### src/verilog/cdpc_pkg.sv
package cdpc_pkg;

  // Register port geometry
  localparam int unsigned CDPC_ADDR_W = 4;
  localparam int unsigned CDPC_DATA_W = 8;
  localparam int unsigned CDPC_LVL_W = 3;
  localparam int unsigned CDPC_MODE_W = 2;

  // Register offsets
  localparam logic [CDPC_ADDR_W-1:0] CDPC_CTRL_OFFSET = 4'h0;
  localparam logic [CDPC_ADDR_W-1:0] CDPC_MODE_OFFSET = 4'h1;

  // Field positions of the priority control register
  localparam int unsigned CDPC_PCE_BIT = 7;
  localparam int unsigned CDPC_XFER_LSB = 4;
  localparam int unsigned CDPC_AUTO_BIT = 3;
  localparam int unsigned CDPC_CPU_LSB = 0;

  // Field position of the interrupt control mode register
  localparam int unsigned CDPC_MODE_LSB = 0;

  // Reset values
  localparam logic [CDPC_DATA_W-1:0] CDPC_CTRL_RESET = 8'h00;
  localparam logic [CDPC_MODE_W-1:0] CDPC_MODE_RESET = 2'h0;
  localparam logic [CDPC_DATA_W-1:0] CDPC_READ_IDLE = 8'h00;

  // Interrupt control modes; the other two codes are prohibited
  localparam logic [CDPC_MODE_W-1:0] CDPC_MODE_SINGLE = 2'h0;
  localparam logic [CDPC_MODE_W-1:0] CDPC_MODE_EXTENDED = 2'h2;

  // Level codes
  localparam logic [CDPC_LVL_W-1:0] CDPC_LVL_LOWEST = 3'h0;
  localparam logic [CDPC_LVL_W-1:0] CDPC_LVL_HIGHEST = 3'h7;

endpackage

### src/verilog/cdpc_rank.sv
`timescale 1ns/1ps

// Decides whether CPU exception handling goes ahead of one transfer engine.
// A tie goes to the transfer engine so an equal setting never starves it.
module cdpc_rank (
  // Control
  input wire logic enable_in,
  // Levels
  input wire logic [cdpc_pkg::CDPC_LVL_W-1:0] cpu_level_in,
  input wire logic [cdpc_pkg::CDPC_LVL_W-1:0] engine_level_in,
  // Decision
  output logic cpu_first_out
);
  import cdpc_pkg::*;

  always_comb begin
    cpu_first_out = enable_in && (cpu_level_in > engine_level_in);
  end

endmodule

### src/verilog/cdpc_top.sv
`timescale 1ns/1ps

// Function
// - With the priority control enable bit clear, the CPU always ranks below both transfer engines.
// - With the enable bit set, the CPU level field is compared against the transfer engine levels.
// - The transfer controller level is the read/write field in bits 6 to 4, code 0 lowest and 7 highest.
// - The DMA controller level comes from that controller's channel settings, not from this register.
// - With the auto level set bit (bit 3) set, the CPU level field follows the CPU interrupt mask every cycle in modes 00 and 10, and holds in the other two.
// - With the auto level set bit clear, the CPU level field changes only on software writes.
// - While the auto level set bit is set, software writes to the CPU level bits are ignored, reads still work.
// - The CPU level is held in bits 2 to 0, code 0 lowest and 7 highest.
// - Mode 00 takes the mask from the single condition code bit, mode 10 from the three extended mask bits.
module cdpc_top (
  // Clock and reset
  input wire logic mclk_in,
  input wire logic rst_n_in,
  // Register port
  input wire logic [cdpc_pkg::CDPC_ADDR_W-1:0] reg_addr_in,
  input wire logic [cdpc_pkg::CDPC_DATA_W-1:0] reg_wdata_in,
  input wire logic reg_wr_in,
  input wire logic reg_rd_in,
  output logic [cdpc_pkg::CDPC_DATA_W-1:0] reg_rdata_out,
  // CPU interrupt mask state
  input wire logic cond_mask_bit_in,
  input wire logic [cdpc_pkg::CDPC_LVL_W-1:0] ext_mask_level_in,
  // DMA controller channel level
  input wire logic [cdpc_pkg::CDPC_LVL_W-1:0] dma_level_in,
  // Arbitration results
  output logic cpu_over_xfer_out,
  output logic cpu_over_dma_out,
  output logic priority_enable_out,
  output logic [cdpc_pkg::CDPC_LVL_W-1:0] cpu_level_out,
  output logic [cdpc_pkg::CDPC_LVL_W-1:0] xfer_level_out
);
  import cdpc_pkg::*;

  logic rst_meta_reg;
  logic rst_sync_reg;
  logic rst_n;

  logic enable_reg;
  logic [CDPC_LVL_W-1:0] xfer_level_reg;
  logic auto_reg;
  logic [CDPC_LVL_W-1:0] cpu_level_reg;
  logic [CDPC_LVL_W-1:0] cpu_level_next;
  logic [CDPC_MODE_W-1:0] mode_reg;
  logic [CDPC_DATA_W-1:0] rdata_reg;
  logic cpu_over_xfer_reg;
  logic cpu_over_dma_reg;

  logic ctrl_wr;
  logic mode_wr;
  logic [CDPC_DATA_W-1:0] ctrl_value;
  logic [CDPC_DATA_W-1:0] mode_value;
  logic [CDPC_LVL_W-1:0] mask_level;
  logic mask_valid;
  logic xfer_first;
  logic dma_first;

  // Reset release through two flip-flops
  always_ff @(posedge mclk_in or negedge rst_n_in) begin
    if (!rst_n_in) begin
      rst_meta_reg <= 1'b0;
      rst_sync_reg <= 1'b0;
    end else begin
      rst_meta_reg <= 1'b1;
      rst_sync_reg <= rst_meta_reg;
    end
  end

  assign rst_n = rst_sync_reg;

  assign ctrl_wr = reg_wr_in && (reg_addr_in == CDPC_CTRL_OFFSET);
  assign mode_wr = reg_wr_in && (reg_addr_in == CDPC_MODE_OFFSET);

  always_comb begin
    ctrl_value = CDPC_CTRL_RESET;
    ctrl_value[CDPC_PCE_BIT] = enable_reg;
    ctrl_value[CDPC_XFER_LSB +: CDPC_LVL_W] = xfer_level_reg;
    ctrl_value[CDPC_AUTO_BIT] = auto_reg;
    ctrl_value[CDPC_CPU_LSB +: CDPC_LVL_W] = cpu_level_reg;
  end

  always_comb begin
    mode_value = CDPC_READ_IDLE;
    mode_value[CDPC_MODE_LSB +: CDPC_MODE_W] = mode_reg;
  end

  // Mask source follows the interrupt control mode; prohibited modes give no valid mask
  always_comb begin
    mask_level = cpu_level_reg;
    mask_valid = 1'b0;
    if (mode_reg == CDPC_MODE_SINGLE) begin
      mask_level = cond_mask_bit_in ? CDPC_LVL_HIGHEST : CDPC_LVL_LOWEST;
      mask_valid = 1'b1;
    end else if (mode_reg == CDPC_MODE_EXTENDED) begin
      mask_level = ext_mask_level_in;
      mask_valid = 1'b1;
    end
  end

  // Auto update wins over software; a write is judged by the auto bit as it stood before it
  always_comb begin
    cpu_level_next = cpu_level_reg;
    if (auto_reg) begin
      if (mask_valid) begin
        cpu_level_next = mask_level;
      end
    end else if (ctrl_wr) begin
      cpu_level_next = reg_wdata_in[CDPC_CPU_LSB +: CDPC_LVL_W];
    end
  end

  always_ff @(posedge mclk_in or negedge rst_n) begin
    if (!rst_n) begin
      enable_reg <= CDPC_CTRL_RESET[CDPC_PCE_BIT];
      xfer_level_reg <= CDPC_CTRL_RESET[CDPC_XFER_LSB +: CDPC_LVL_W];
      auto_reg <= CDPC_CTRL_RESET[CDPC_AUTO_BIT];
    end else if (ctrl_wr) begin
      enable_reg <= reg_wdata_in[CDPC_PCE_BIT];
      xfer_level_reg <= reg_wdata_in[CDPC_XFER_LSB +: CDPC_LVL_W];
      auto_reg <= reg_wdata_in[CDPC_AUTO_BIT];
    end
  end

  always_ff @(posedge mclk_in or negedge rst_n) begin
    if (!rst_n) begin
      cpu_level_reg <= CDPC_CTRL_RESET[CDPC_CPU_LSB +: CDPC_LVL_W];
    end else begin
      cpu_level_reg <= cpu_level_next;
    end
  end

  always_ff @(posedge mclk_in or negedge rst_n) begin
    if (!rst_n) begin
      mode_reg <= CDPC_MODE_RESET;
    end else if (mode_wr) begin
      mode_reg <= reg_wdata_in[CDPC_MODE_LSB +: CDPC_MODE_W];
    end
  end

  // Read data valid only in the cycle after the strobe
  always_ff @(posedge mclk_in or negedge rst_n) begin
    if (!rst_n) begin
      rdata_reg <= CDPC_READ_IDLE;
    end else if (reg_rd_in && (reg_addr_in == CDPC_CTRL_OFFSET)) begin
      rdata_reg <= ctrl_value;
    end else if (reg_rd_in && (reg_addr_in == CDPC_MODE_OFFSET)) begin
      rdata_reg <= mode_value;
    end else begin
      rdata_reg <= CDPC_READ_IDLE;
    end
  end

  cdpc_rank u_rank_xfer (
    .enable_in(enable_reg),
    .cpu_level_in(cpu_level_reg),
    .engine_level_in(xfer_level_reg),
    .cpu_first_out(xfer_first)
  );

  cdpc_rank u_rank_dma (
    .enable_in(enable_reg),
    .cpu_level_in(cpu_level_reg),
    .engine_level_in(dma_level_in),
    .cpu_first_out(dma_first)
  );

  // Decisions registered so the arbiter sees glitch-free levels
  always_ff @(posedge mclk_in or negedge rst_n) begin
    if (!rst_n) begin
      cpu_over_xfer_reg <= 1'b0;
      cpu_over_dma_reg <= 1'b0;
    end else begin
      cpu_over_xfer_reg <= xfer_first;
      cpu_over_dma_reg <= dma_first;
    end
  end

  assign reg_rdata_out = rdata_reg;
  assign cpu_over_xfer_out = cpu_over_xfer_reg;
  assign cpu_over_dma_out = cpu_over_dma_reg;
  assign priority_enable_out = enable_reg;
  assign cpu_level_out = cpu_level_reg;
  assign xfer_level_out = xfer_level_reg;
endmodule

### config.mk
export PLATFORM = sky130hd
export DESIGN_NAME = cdpc_top
export DESIGN_NICKNAME = d
export VERILOG_FILES = /design/src/verilog/cdpc_pkg.sv /design/src/verilog/cdpc_rank.sv /design/src/verilog/cdpc_top.sv
export SDC_FILE = /design/constraint.sdc
export NUM_CORES = 1
export LEC_CHECK = 0
export ABC_CLOCK_PERIOD_IN_PS = 800
export BUFFER_PORTS_ARGS = -buffer_cell sky130_fd_sc_hd__buf_2
export CELL_PAD_IN_SITES_DETAIL_PLACEMENT = 2
export CELL_PAD_IN_SITES_GLOBAL_PLACEMENT = 2
export CORE_MARGIN = 10
export CORE_UTILIZATION = 29
export CTS_CLUSTER_SIZE = 24
export DETAILED_ROUTE_END_ITERATION = 10
export GPL_ROUTABILITY_DRIVEN = 1
export PLACE_DENSITY_LB_ADDON = 0.1
export SYNTH_ARGS = -nofsm -noshare
export SYNTH_HDL_FRONTEND = slang
export SYNTH_SLANG_ARGS = --single-unit
### constraint.sdc
create_clock -name mclk_in -period 0.8 [get_ports mclk_in]
set_input_delay 0.08 -clock mclk_in [delete_from_list [all_inputs] [get_ports mclk_in]]
set_output_delay 0.08 -clock mclk_in [all_outputs]
set_load 0.02 [all_outputs]
## Word level (Yosys, flattened, before mapping)

Index checks and enable logic that the tools add are counted.

- Muxes and demuxes: 10
- Reductions and logical operators: 10
- $lt $le $gt $ge: 2
- Equality and inequality tests: 4

Operators by type and width:

| kind | count |
|---|---|
| 3-bit 2-to-1 mux | 6 |
| 8-bit 2-to-1 mux | 1 |
| 3-bit > comparator | 2 |
| 1-bit logical AND | 6 |
| 4-bit by 1-bit equality test with 1-bit output (second input constant) | 1 |
| 4-bit zero test | 1 |
| 3-bit by 1-bit inequality test with 1-bit output (second input constant) | 1 |
| 3-bit AND reduction | 1 |
| 2-bit equality test (second input constant) | 1 |
| 2-bit zero test | 1 |
| 1-bit 2-to-1 mux | 2 |
| 2-bit 2-to-1 mux | 1 |
| 2-bit by 1-bit inequality test with 1-bit output (second input constant) | 1 |
| 2-bit nonzero test | 1 |

- Register bits after elaboration: 22
- Bits of input ports: 23
- Output and inout bits: 17
- Logic and storage cells: 36

## Longest topological paths before layout

- Depth in word-level cells: 5
- Mapped depth: 5

## By module

A second synthesis with hierarchy kept.

- Cells, all modules: 86
- Area total of the unflattened synthesis: 1054.8 um^2

By module, submodules not included:

| module | times used | area an instance (um^2) | seq. area each (um^2) | cells each |
|---|---|---|---|---|
| cdpc_top | 1 | 887.1 | 550.5 | 64 |
| cdpc_rank | 2 | 83.8 | 0.0 | 11 |

## Least setup slack after synthesis

OpenSTA, ideal clock, no wires.

- Path kind: register to register
- Start point: register cpu_level_reg[1], in the netlist cpu_level_out[1]
- End point: register cpu_over_xfer_reg, in the netlist cpu_over_xfer_out
- Arrival time: 1.122 ns
- Stages on the path, launching flop included: 5
- Setup time: 0.124 ns
- Clock period less this slack: 1.245 ns
- Slack: -0.445 ns
- Cell sequence: dfrtp_1 -> ha_1 -> nor2b_1 -> o21ai_0 -> a21oi_1

- Cells in the longest elaborated chain, start to end: 2

RTL lines:

| what | line | RTL |
|---|---|---|
| from (decl) | cdpc_top.sv:44 | `logic [CDPC_LVL_W-1:0] cpu_level_reg;` |
| from (signal assigned) | cdpc_top.sv:128 | `cpu_level_reg <= CDPC_CTRL_RESET[CDPC_CPU_LSB +: CDPC_LVL_W];` |
| from (signal assigned) | cdpc_top.sv:130 | `cpu_level_reg <= cpu_level_next;` |
| 3-bit > comparator | cdpc_rank.sv:17 | `cpu_first_out = enable_in && (cpu_level_in > engine_level_in);` |
| 1-bit logical AND | cdpc_rank.sv:17 |  |
| named net u_rank_xfer.cpu_first_out | cdpc_rank.sv:12 | `output logic cpu_first_out` |
| to (signal assigned) | cdpc_top.sv:175 | `cpu_over_xfer_reg <= xfer_first;` |
| to (decl) | cdpc_top.sv:48 | `logic cpu_over_xfer_reg;` |

The timed path passes the listed nets, and every way through them passes these cells.
A chain may end at the register's enable or synchronous reset.

## Worst setup path in the final report

- Start point: register cpu_level_reg[1], in the netlist cpu_level_out[1]
- End point: register cpu_over_dma_reg, in the netlist cpu_over_dma_out

- Cells in the longest elaborated chain, start to end: 2

RTL lines:

| what | line | RTL |
|---|---|---|
| 3-bit > comparator | cdpc_rank.sv:17 |  |
| 1-bit logical AND | cdpc_rank.sv:17 |  |
| named net dma_first | cdpc_top.sv:58 | `logic dma_first;` |
| to (signal assigned) | cdpc_top.sv:176 | `cpu_over_dma_reg <= dma_first;` |
| to (decl) | cdpc_top.sv:49 | `logic cpu_over_dma_reg;` |

The timed path passes the listed nets, and every way through them passes these cells.

==> reports/summary.log <==
[status] outcome finished with violations
[status] violations in the final reports setup timing
[setup_path] classification of the worst setup path register to register
[grt] largest net degree at the start of global routing 21
[power] switching fraction of total power 0.373
[clocking] CTS clock-pin slew for the worst setup and hold paths 0.08 ns
[hold_path] depth of the worst hold-timing path 2
[placement] I/O Buffers 39
[sta] Final TNS setup -7.10 ns
[clocking] CTS buffer count 3
[clocking] CTS sink cnt 22
[grt] number of antenna violations at the first check in global routing 0
[drt] vias per cell 4.72
[sta] time the worst path needs with I/O delays and setup 1.37 ns
[drt] drt wl/cell 22.7 um
[clocking] maximum clock path buffer count 2
[floorplan] Die X 80.7 um
[drt] post-detailed-route DRC marker count 0
[sta] final critical-path share of the clock period 1.71
[flow_run] maxcap violations 0
[power] Clock Power Share 0.158
[hold_path] classification of the worst-slack hold path input port to register
[setup_path] CP startpoint kind register
[sta] largest clock skew in the final design 0.00109 ns
[synthesis] number of synthesized register bits 22
[placement] DP Cell Count 190
[synthesis] yosys warns 0
[synthesis] Synth Cell Area 1070 sq um
[synthesis] Yosys cell types 22
[setup_path] CP arrival 1.55 ns
[cells_and_area] relative area change from synthesis to final layout 78.9%
[synthesis] sequential-to-total area share from yosys stat 0.516
[clocking] CTS H-tree depth 1
[cells_and_area] Filler cells 353
[cells_and_area] diodes inserted 0
[sta] max-slew violation count 0
[cells_and_area] net total in the final layout 188
[clocking] CTS tree done
[setup_path] nature of the critical path endpoint register
[setup_path] highest fanout seen on the critical path 2
[grt] total overflow reported by the global router 0
[power] maximum VDD drop 979 uV
[sta] f_max 0.730 GHz
[cells_and_area] layout cell share with drive strength beyond 1 0.665
[drt] aggregate routed wire length 4640 um
[drt] drt pass-1 iters 4
[grt] vias in the first global route 1216
[drt] routed length on met1 1780 um
[floorplan] CORE AREA 3440 sq um
[placement] final RePlAce weighted congestion 0.695
[clocking] master cell of the clock root buffer clkbuf_8
[grt] global-route wire length before repair 6530 um
[cells_and_area] Cell Count, Final, Fillers Out 204
[power] Pwr Density 2730 nW/um^2
[drt] vias post-DR 962
[synthesis] share of the synthesized area in the top cell type 0.516
[drt] met3 wirelength from detailed routing 254 um
[drt] Highest Signal Layer met4
[synthesis] cell count after synthesis 89
[clocking] worst skew pair latency 0.27 ns
[cells_and_area] number of flip-flops under the largest register name 8
[drt] count of antenna-violating nets left after detailed routing 0
[power] P_int 3270 uW
[power] combinational group share of total power 0.530
[power] net load switching power 1950 uW
[sta] setup repair after global routing missed its margin true
[floorplan] starting density of the core 0.310
[sta] Hold Slack 0.0600 ns
[drt] wire length on met2 2570 um
[synthesis] library cell with the largest summed area after synthesis dfrtp_1
[placement] estimated wirelength of the detail-placed design 2980 um
[setup_path] WP data required 0.98 ns
[synthesis] most area-consuming cells after synthesis dfrtp_1, ha_1, mux2_2
[power] sequential fraction of design power 0.312
[sta] final hold vios 0
[floorplan] boundary pin count 40
[floorplan] Core Rows 21
[drt] DRT iter0 DRCs 22
[grt] global-route usage over all layers 0.129
[sta] post-layout worst setup margin -0.569 ns
[setup_path] number of cells traversed by the worst register-to-register path 5
[power] Leakage 0.000938 uW
[synthesis] average cell area after synthesis 12.0 sq um
[sta] final setup violating endpoints 37
[floorplan] Die H 80.7 um
[synthesis] synthesized netlist net count 118
[floorplan] die footprint 6510 sq um
logic make-up after synthesis:
family / after synthesis / share of synthesized area
buffers and inverters: 10 / 0.0363
adder cells (fa/ha/maj): 6 / 0.0703
AND/OR/NAND/NOR: 22 / 0.151
AO/OA/AOI/OAI: 15 / 0.0809
flip-flops: 22 / 0.516
multiplexers: 13 / 0.142
other: 1 / 0.00351
per-layer routing:
layer  global-route usage  up-vias
li1                     -      447
met1                0.152      478
met2                0.234       33
met3               0.0323        4
met4               0.0208        0
met5                    0        -
power by group through the flow:
stage	logic, uW	clock network (uW)	registers, uW
after floorplan	695	0	1790
after global placement	1600	0	1570
after detailed placement	1760	0	1600
after CTS	2420	820	1600
after global routing	2970	889	1660
final	2770	824	1620
metrics by stage:
stage	power (uW)	cell area, sq um	utilization	setup WS [ns]
global placement	3170	1510	0.439	-0.533
finish	5210	1910	0.555	-0.569
detailed placement	3360	1510	0.439	-0.563
CTS	4840	1850	0.537	-0.427
floorplan	2480	1120	-	-0.405
global route	5520	1910	0.555	-0.609
worst max-delay path, stage by stage (launching register included):
cell and delay [ns]:
dfrtp_2 0.45, buf_12 0.14, ha_4 0.26, nor2b_4 0.15, o21ai_1 0.10, a21oi_1 0.18
timing repair:
item                       CTS  global route
gates cloned                 0             0
hold endpoints to repair     2             0
gates resized for setup     62            13
setup endpoints to repair   37            37
pin swaps                   11             8
hold buffers                 1             0
setup buffers                7             5
final timing paths:
check                            startpoint           endpoint  slack (ns)
min in group asynchronous          rst_n_in       rst_meta_reg        0.13
min                         reg_wdata_in[4]  xfer_level_out[0]        0.06
max                        cpu_level_out[1]   cpu_over_dma_out       -0.57
min reg2reg                           rst_n   cpu_over_dma_out        0.21
max reg2reg                cpu_level_out[1]   cpu_over_dma_out       -0.57
max in group asynchronous             rst_n  xfer_level_out[1]        0.44
final cells by class:
cell class / count / area (sq um) / area share
clock buffers: 4 / 55.1 / 0.0288
well taps: 46 / 57.6 / 0.0301
repair buffers: 67 / 597 / 0.313
inverters: 8 / 30.0 / 0.0157
multi-input cells: 57 / 616 / 0.322
flip-flops and latches: 22 / 554 / 0.290
synth_stat cells:
master	number
dfrtp_1	22
inv_1	8
o21ai_0	7
ha_1	6
mux2_2	5
mux2i_1	5
and2_1	4
nand3_1	4
a22oi_1	3
a31oi_1	3
mux2_4	3
nand2_1	3
nor2_1	3
a21oi_1	2
nor2b_1	2
nor3_1	2
or4b_4	2
buf_1	1
buf_2	1
conb_1	1
nor2_8	1
nor4b_4	1
placed cells by master (no fill, tap or decap), drive strengths merged, types with 3 or more instances in the layout:
master	Yosys	final
buf	2	66
dfrtp	22	22
inv	8	8
mux2	8	8
o21ai	7	7
ha	6	6
mux2i	5	5
and2	4	4
nand3	4	4
clkbuf	0	4
nor2	4	4
nand2	3	3
a31oi	3	3
a22oi	3	3
No activity file was read; power rests on OpenSTA's default activity.
